File: src/design/spims_defines.svh
// Register map, field positions and timing counts of the serial port.
`ifndef SPIMS_DEFINES_SVH
`define SPIMS_DEFINES_SVH
`define SPIMS_IDX_DR      8'h21
`define SPIMS_IDX_CR      8'h22
`define SPIMS_IDX_CSR     8'h23
`define SPIMS_ADDR_DR     8'h84
`define SPIMS_ADDR_CR     8'h88
`define SPIMS_ADDR_CSR    8'h8c
`define SPIMS_CR_IE       7
`define SPIMS_CR_PE       6
`define SPIMS_CR_DIVEN    5
`define SPIMS_CR_MS       4
`define SPIMS_CR_CLOCK_POLARITY     3
`define SPIMS_CR_CLOCK_PHASE     2
`define SPIMS_CR_RATE_HI  1
`define SPIMS_CR_RATE_LO  0
`define SPIMS_CSR_TCF     7
`define SPIMS_CSR_WRITE_COLLISION_FLAG    6
`define SPIMS_CSR_OVR     5
`define SPIMS_CSR_MODE_FAULT_FLAG    4
`define SPIMS_CSR_SOD     2
`define SPIMS_CSR_SSM     1
`define SPIMS_CSR_SSI     0
`define SPIMS_MSB         7
`define SPIMS_LAST_EDGE   4'hf
`define SPIMS_HALF_DIV4   7'h02
`define SPIMS_HALF_DIV8   7'h04
`define SPIMS_HALF_DIV16  7'h08
`define SPIMS_HALF_DIV32  7'h10
`define SPIMS_HALF_DIV64  7'h20
`define SPIMS_HALF_DIV128 7'h40
`endif

File: src/design/spims_pkg.sv
// Types of the serial port: transfer state and the state record.
package spims_pkg;
    typedef enum logic [1:0] {
        ST_IDLE = 2'h1,
        ST_BUSY = 2'h2
    } spims_state_t;

    typedef struct packed {
        spims_state_t st;
        logic [7:0]   cr;
        logic [7:0]   sh;
        logic [7:0]   rxbuf;
        logic         tcf;
        logic         write_collision_flag;
        logic         overrun_flag;
        logic         mode_fault_flag;
        logic         csr_seen;
        logic         mode_fault_flag_seen;
        logic         output_disable;
        logic         select_source;
        logic         internal_select;
        logic [6:0]   cnt;
        logic [3:0]   idx;
        logic         dout;
        logic         sck;
        logic         sck_oe;
        logic         mosi_oe;
        logic         miso_oe;
        logic         ss_s1;
        logic         ss_s2;
        logic         sck_s1;
        logic         sck_s2;
        logic         sck_s3;
        logic         mosi_s1;
        logic         mosi_s2;
        logic         miso_s1;
        logic         miso_s2;
        logic [31:0]  prdata;
        logic         pready;
        logic         pslverr;
        logic         irq;
    } spims_regs_t;
endpackage : spims_pkg

File: src/design/spims_top.sv
// Serial peripheral port, master or slave, with an APB register slave.
`include "spims_defines.svh"
`timescale 1ns/100ps
`default_nettype none

module spims_top #(
    parameter int ADDR_W = 8
) (
    input  wire logic              mclk,
    input  wire logic              rst,
    input  wire logic              psel,
    input  wire logic              penable,
    input  wire logic              pwrite,
    input  wire logic [ADDR_W-1:0] paddr,
    input  wire logic [31:0]       pwdata,
    output var  logic [31:0]       prdata,
    output var  logic              pready,
    output var  logic              pslverr,
    output var  logic              irq,
    input  wire logic              ss_n_i,
    input  wire logic              sck_i,
    output var  logic              sck_o,
    output var  logic              sck_oe,
    input  wire logic              mosi_i,
    output var  logic              mosi_o,
    output var  logic              mosi_oe,
    input  wire logic              miso_i,
    output var  logic              miso_o,
    output var  logic              miso_oe
);
    if (ADDR_W < 8)
    begin : g_bad_addr
        $error("spims_top: ADDR_W must be at least 8");
    end

    spims_pkg::spims_regs_t s;
    spims_pkg::spims_regs_t n;

    logic       master;
    logic       pe;
    logic       clock_polarity;
    logic       clock_phase;
    logic       ss_low;
    logic       din;
    logic       slave_edge;
    logic       do_edge;
    logic       done;
    logic       rd_setup;
    logic       wr_acc;
    logic       dr_wr;
    logic       dr_wr_ok;
    logic [7:0] wd;
    logic [7:0] cr_wd;

    // Half of the serial clock period in CPU clocks.
    function automatic logic [6:0] spims_half(input logic [7:0] cr);
        logic [2:0] sel;
        sel = {cr[`SPIMS_CR_DIVEN], cr[`SPIMS_CR_RATE_HI],
               cr[`SPIMS_CR_RATE_LO]};
        case (sel)
            3'h4:    spims_half = `SPIMS_HALF_DIV4;
            3'h0:    spims_half = `SPIMS_HALF_DIV8;
            3'h1:    spims_half = `SPIMS_HALF_DIV16;
            3'h6:    spims_half = `SPIMS_HALF_DIV32;
            3'h2:    spims_half = `SPIMS_HALF_DIV64;
            3'h3:    spims_half = `SPIMS_HALF_DIV128;
            3'h5:    spims_half = `SPIMS_HALF_DIV4;
            default: spims_half = `SPIMS_HALF_DIV32;
        endcase
    endfunction : spims_half

    function automatic logic [7:0] spims_idx_addr(input logic [7:0] a);
        spims_idx_addr = {2'h0, a[7:2]};
    endfunction : spims_idx_addr

    always_comb
    begin
        n = s;
        // Pins come from another clock domain, so two flops first.
        n.ss_s1   = ss_n_i;
        n.ss_s2   = s.ss_s1;
        n.sck_s1  = sck_i;
        n.sck_s2  = s.sck_s1;
        n.sck_s3  = s.sck_s2;
        n.mosi_s1 = mosi_i;
        n.mosi_s2 = s.mosi_s1;
        n.miso_s1 = miso_i;
        n.miso_s2 = s.miso_s1;

        master = s.cr[`SPIMS_CR_MS];
        pe     = s.cr[`SPIMS_CR_PE];
        clock_polarity   = s.cr[`SPIMS_CR_CLOCK_POLARITY];
        clock_phase   = s.cr[`SPIMS_CR_CLOCK_PHASE];
        ss_low = s.select_source ? ~s.internal_select : ~s.ss_s2;
        // The far slave answers our own clock, so one flop keeps the
        // divide-by-4 capture in time; a second would see a stale bit.
        din    = master ? s.miso_s1 : s.mosi_s2;
        // A slave follows the far clock; rates do not matter here.
        slave_edge = pe & ~master & ss_low
                     & (s.sck_s2 ^ s.sck_s3);
        do_edge  = 1'b0;
        done     = 1'b0;
        rd_setup = psel & ~penable & ~pwrite;
        wr_acc   = psel & penable & pwrite & s.pready;
        wd       = pwdata[7:0];
        cr_wd    = wd;
        dr_wr    = wr_acc
                   & (spims_idx_addr(paddr[7:0]) == `SPIMS_IDX_DR);
        dr_wr_ok = dr_wr & ~(s.tcf & ~s.csr_seen);

        case (s.st)
            spims_pkg::ST_IDLE:
            begin
                n.dout = s.sh[`SPIMS_MSB];
                n.sck  = clock_polarity;
                n.idx  = 4'h0;
                if (slave_edge)
                begin
                    n.st    = spims_pkg::ST_BUSY;
                    do_edge = 1'b1;
                end
            end
            spims_pkg::ST_BUSY:
            begin
                if (master)
                begin
                    if (s.cnt == 7'h00)
                    begin
                        n.cnt   = spims_half(s.cr) - 7'h01;
                        n.sck   = ~s.sck;
                        do_edge = 1'b1;
                    end
                    else
                    begin
                        n.cnt = s.cnt - 7'h01;
                    end
                end
                else if (!ss_low || !pe)
                begin
                    n.st = spims_pkg::ST_IDLE;
                end
                else
                begin
                    do_edge = slave_edge;
                end
            end
            default:
            begin
                n.st = spims_pkg::ST_IDLE;
            end
        endcase

        if (do_edge)
        begin
            n.idx = s.idx + 4'h1;
            if (s.idx[0] == clock_phase)
            begin
                n.sh = {s.sh[6:0], din};
            end
            else
            begin
                n.dout = s.sh[`SPIMS_MSB];
            end
            if (s.idx == `SPIMS_LAST_EDGE)
            begin
                done = 1'b1;
                n.st = spims_pkg::ST_IDLE;
            end
        end

        // Register reads act in the setup cycle, the cycle whose state
        // prdata shows, so no event can slip between view and clear.
        n.pready  = psel & ~penable;
        n.pslverr = 1'b0;
        n.prdata  = 32'h0000_0000;
        if (psel && !penable)
        begin
            case (paddr[7:0])
                `SPIMS_ADDR_DR:  n.prdata = {24'h00_0000, s.rxbuf};
                `SPIMS_ADDR_CR:  n.prdata = {24'h00_0000, s.cr};
                `SPIMS_ADDR_CSR: n.prdata = {24'h00_0000, s.tcf, s.write_collision_flag,
                                             s.overrun_flag, s.mode_fault_flag, 1'b0, s.output_disable,
                                             s.select_source, s.internal_select};
                default:         n.pslverr = 1'b1;
            endcase
            if (paddr[ADDR_W-1:0] != {{(ADDR_W-8){1'b0}}, paddr[7:0]})
            begin
                n.pslverr = 1'b1;
            end
        end

        if (rd_setup && paddr[7:0] == `SPIMS_ADDR_CSR)
        begin
            n.csr_seen = 1'b1;
            n.overrun_flag      = 1'b0;
            if (s.mode_fault_flag)
            begin
                n.mode_fault_flag_seen = 1'b1;
            end
        end
        if (rd_setup && paddr[7:0] == `SPIMS_ADDR_DR && s.csr_seen)
        begin
            n.tcf      = 1'b0;
            n.write_collision_flag     = 1'b0;
            n.csr_seen = 1'b0;
        end

        if (dr_wr_ok)
        begin
            if (s.csr_seen)
            begin
                n.tcf      = 1'b0;
                n.csr_seen = 1'b0;
            end
            if (s.st == spims_pkg::ST_BUSY)
            begin
                // The running byte keeps going untouched.
                n.write_collision_flag = 1'b1;
            end
            else
            begin
                n.sh   = wd;
                n.dout = wd[`SPIMS_MSB];
                if (master && pe)
                begin
                    n.st  = spims_pkg::ST_BUSY;
                    n.cnt = spims_half(s.cr) - 7'h01;
                end
            end
        end

        if (wr_acc && paddr[7:0] == `SPIMS_ADDR_CR)
        begin
            if (s.mode_fault_flag && !s.mode_fault_flag_seen)
            begin
                cr_wd[`SPIMS_CR_PE] = wd[`SPIMS_CR_PE]
                                      & s.cr[`SPIMS_CR_PE];
                cr_wd[`SPIMS_CR_MS] = wd[`SPIMS_CR_MS]
                                      & s.cr[`SPIMS_CR_MS];
            end
            n.cr = cr_wd;
            if (s.mode_fault_flag_seen)
            begin
                n.mode_fault_flag      = 1'b0;
                n.mode_fault_flag_seen = 1'b0;
            end
        end
        if (wr_acc && paddr[7:0] == `SPIMS_ADDR_CSR)
        begin
            n.output_disable = wd[`SPIMS_CSR_SOD];
            n.select_source = wd[`SPIMS_CSR_SSM];
            n.internal_select = wd[`SPIMS_CSR_SSI];
        end

        // Hardware events come last so a set beats a clear.
        if (done)
        begin
            n.tcf = 1'b1;
            if (s.tcf)
            begin
                n.overrun_flag = 1'b1;
            end
            else
            begin
                n.rxbuf = n.sh;
            end
        end
        if (master && ss_low)
        begin
            n.mode_fault_flag                = 1'b1;
            n.cr[`SPIMS_CR_MS]    = 1'b0;
            n.cr[`SPIMS_CR_PE]    = 1'b0;
            n.st                  = spims_pkg::ST_IDLE;
        end

        n.sck_oe  = n.cr[`SPIMS_CR_PE] & n.cr[`SPIMS_CR_MS];
        n.mosi_oe = n.sck_oe & ~n.output_disable;
        n.miso_oe = n.cr[`SPIMS_CR_PE] & ~n.cr[`SPIMS_CR_MS]
                    & ~n.output_disable & ss_low;
        n.irq     = n.cr[`SPIMS_CR_IE] & (n.tcf | n.overrun_flag | n.mode_fault_flag);
    end

    always_ff @(posedge mclk)
    begin
        if (rst)
        begin
            s    <= '0;
            s.st <= spims_pkg::ST_IDLE;
        end
        else
        begin
            s <= n;
        end
    end

    assign prdata  = s.prdata;
    assign pready  = s.pready;
    assign pslverr = s.pslverr;
    assign irq     = s.irq;
    assign sck_o   = s.sck;
    assign sck_oe  = s.sck_oe;
    assign mosi_o  = s.dout;
    assign mosi_oe = s.mosi_oe;
    assign miso_o  = s.dout;
    assign miso_oe = s.miso_oe;
endmodule : spims_top

`default_nettype wire

File: config.mk
export PLATFORM = sky130hd
export DESIGN_NAME = spims_top
export DESIGN_NICKNAME = d
export VERILOG_FILES = /design/src/design/spims_pkg.sv /design/src/design/spims_top.sv
export VERILOG_INCLUDE_DIRS = /design/src /design/src/design
export SDC_FILE = /design/constraint.sdc
export NUM_CORES = 1
export LEC_CHECK = 0
export BUFFER_PORTS_ARGS = -buffer_cell sky130_fd_sc_hd__buf_2
export CORE_ASPECT_RATIO = 1.2
export CORE_MARGIN = 1
export CORE_UTILIZATION = 48
export CTS_CLUSTER_SIZE = 40
export DETAILED_ROUTE_END_ITERATION = 10
export PLACE_DENSITY = 0.76
export SLEW_MARGIN = 20
export SYNTH_ARGS = -nofsm -noshare
export SYNTH_HDL_FRONTEND = slang
export SYNTH_SLANG_ARGS = --single-unit
File: constraint.sdc
create_clock -name mclk -period 2.8 [get_ports mclk]
set_input_delay 0.84 -clock mclk [delete_from_list [all_inputs] [get_ports mclk]]
set_output_delay 0.84 -clock mclk [all_outputs]
set_load 0.005 [all_outputs]
==> reports/qor.yml <==
outcome:
  status: "finished clean"
logic_synthesis:
  synth_cell_types: 57
  netlist_area_mm2: 0.00354
  synth_area_leader_cell: "dfxtp_1"
  syn_area_per_cell_um2: 9.14
  yosysTopAreaCellShare: 0.396
  synth_edf_count: 0
  yosysWarningCount: 0
  syn-instance-count: 387
  synth.area.top_cells: "dfxtp_1 (40%), buf_4 (7.2%), mux2i_1 (5.1%), nor2_1 (4.0%), a21oi_1 (2.5%)"
  ys.flop_type: "dfxtp_1"
  synth_seq_area_share: 0.396
  synth-seq-cells: 70
  synth-async-reset-ratio: 0
critical_path:
  crit_path_cell_trace: "buf_2 > or4b_1 > nor2_1 > nor4b_1 > buf_4 > or3_1 > o211ai_2"
  crit_path_top_delay_cell: "or4b_1"
  crit_path_end_kind: "flop"
  crit_required_ns: 3.04
  rrSetupSlack_ns: 0.30
  r2r-start: "s[56]$_SDFF_PP0_"
  worstSetupPathType: "in2reg"
  cp_num_buf_inv: 2
  regToRegEndpoint: "s[76]$_SDFFE_PP0P_"
  critPathMaxFanout: 11
  start_kind: "primary input"
  reg2regPathDepth: 5
  path_delay_family: "simple AND/OR/NAND/NOR gates"
  slowest_delay_ns: 0.58
  cp.arrival_ns: 2.76
route:
  drc_errors: 0
  dr.pass1.iters: 4
  viasPerCell: 5.64
  wl_per_cell_um: 15.8
  finalWirelength_um: 8140
  vias: 2905
  drt_iter0_drc: 196
  ant_nets: 0
clock_network:
  cts_root_buffer: "clkbuf_8"
  h-tree-depth: 3
  cts_buffer_depth: 2
  cts_tree: "built"
  cts_buffers: 9
  clock_sinks: 70
  insertion_delay_ns: 0.35
  clkSlewWorstSetupHoldPaths_ns: 0.08
floorplanning:
  io_pins: 90
  die_y_um: 96.1
  dieWidth_um: 80.4
  fp-row-count: 33
  core_area_mm2: 0.00698
  die-area_mm2: 0.00772
  start_util: 0.507
grt:
  grt_pass1_wl_um: 13100
  grt.total_usage: 0.224
  grt_pass1_vias: 2739
  gr-total-overflow: 0
  antenna_found_initial: 0
  grt_max_degree: 34
sta:
  finalHoldViolations: 0
  finalMaxSlewViolations: 0
  period_share: 0.903
  rsz0062_at_grt: "false"
  setup_ws_ns: 0.272
  setup_viol: 0
  maxSlewHeadroom: 0.539
  worst-slew-pin-transition_ns: 0.688
  holdWs_ns: 0.439
  clock_skew_ns: 0.0107
  period_needed_ns: 2.53
  max_freq_mhz: 396
finish:
  fillers: 617
  nets: 478
  diodes: 0
  final_common_cell: "dfxtp_1"
  syn_to_final_growth_pct: 11.7
  mostFrequentLayoutCells: "dfxtp_1 (70), buf_2 (41), nor2_1 (38), conb_1 (24)"
  layout-drive-gt1-share: 0.224
  layout.cells.non_filler: 515
hold_path:
  hp-start: "n[37]$_SDFF_PP0_"
  hold_depth: 1
  min_to: "s[37]$_SDFF_PP0_"
  min-delay-path-class: "reg2reg"
pwr:
  clkPwrFrac: 0.446
  p_leak_nw: 1.64
  comb_power_share: 0.042
  power_density_mw_per_mm2: 497
  seq_power_share: 0.511
  p_sw_w: 0.000436
  ir_drop_uv: 326
  intPower_w: 0.00153
  swShare: 0.222
  total_power_w: 0.00196
place:
  portBuffers: 41
  placed_cells: 500
  dp_hpwl_um: 5840
  gp_congestion: 0.830
  place_ws_ns: -0.0662
run:
  maxCapViolCount: 0
-- how the worst max path moves through the flow --
stage                     depth (start not counted)                  to             start
after floorplan                                   6    s[54]$_SDFF_PP0_          paddr[5]
after global placement                            7  s[76]$_SDFFE_PP0P_          paddr[5]
after detailed placement                          7  s[76]$_SDFFE_PP0P_          paddr[5]
after CTS                                         8   miso_o$_SDFF_PP0_  s[93]$_SDFF_PP1_
after global routing                              7   miso_o$_SDFF_PP0_          paddr[5]
final                                             7  s[76]$_SDFFE_PP0P_          paddr[5]
-- layout make-up --
cell class,instances,area (um2),share of cell area
Tap cell,87,109,0.0275
Clock buffer,9,124,0.0313
Sequential cell,70,1400,0.355
Clock inverter,6,87.6,0.0222
Inverter,8,30.0,0.00760
Multi-Input combinational cell,277,1850,0.469
Timing Repair Buffer,58,345,0.0874
-- per-layer routing --
metal | part of all wire | up-vias | track usage
li1 | - | 1415 | -
met1 | 0.43 | 1390 | 0.262
met2 | 0.51 | 84 | 0.386
met3 | 0.037 | 16 | 0.0483
met4 | 0.029 | 0 | 0.106
met5 | 0 | - | 0
-- stage by stage --
step	setup TNS [ns]	utilization	area [um2]
final	0	0.566	3950
after detailed placement	-0.364	0.535	3740
after global placement	-0.0279	0.535	3740
after CTS	0	0.566	3950
after global routing	0	0.566	3950
after floorplan	0	-	3620
-- state kept, by name (all words and copies together), names as in the netlist --
name            count
n                   5
miso_o              1
clock_polarity      1
sck_o               1
pe                  1
pready              1
master              1
mosi_oe             1
miso_oe             1
clock_phase         1
prdata              8
sck_oe              1
s                  45
pslverr             1
irq                 1
-- cells in the mapped netlist, types with 2 or more instances --
cell type,instances
mux2i_1,18
ha_1,5
o21bai_1,2
a2111o_1,2
a31o_2,2
mux2_2,7
o21ai_0,6
nand3_1,8
nand3b_1,9
a21oi_1,18
nand4b_1,8
nor4_1,2
a21o_1,3
nand2_1,16
nor4b_1,2
nor3_1,4
and4_1,2
nor2_1,38
inv_1,8
o211ai_1,3
nor3b_1,3
a22oi_1,11
a31oi_1,6
o221ai_1,2
o211ai_2,7
a211oi_1,10
nand2b_1,5
buf_4,34
a311oi_1,4
or3_1,4
or4_1,2
nor2b_1,14
dfxtp_1,70
xnor2_1,6
clkbuf_1,19
nand4_1,6
-- power by group through the flow --
stage	sequential [W]	clock [W]	combinational [W]
2_1_floorplan	0.00103	0	0.0000686
3_3_place_gp	0.00103	0	0.0000790
3_5_place_dp	0.00103	0	0.0000815
4_1_cts	0.00100	0.000888	0.0000821
5_1_grt	0.00100	0.000940	0.0000916
6_report	0.00100	0.000876	0.0000832
-- kinds of logic after synthesis --
kind of cell / synth area share
multiplexers: 0.0771
AO/OA/AOI/OAI: 0.176
other: 0.00106
AND/OR/NAND/NOR: 0.209
adder cells (fa/ha/maj): 0.0177
flip-flops: 0.396
buffers and inverters: 0.105
XOR/XNOR: 0.0173
-- repair_timing --
| item | 4_1_cts | 5_1_grt |
|---|---|---|
| endpoints found under the setup margin | 0 | 1 |
| gates resized for setup | 0 | 1 |
| buffers inserted | 0 | 0 |
| hold buffers | 0 | 0 |
Power figures use the tool's default switching activity.
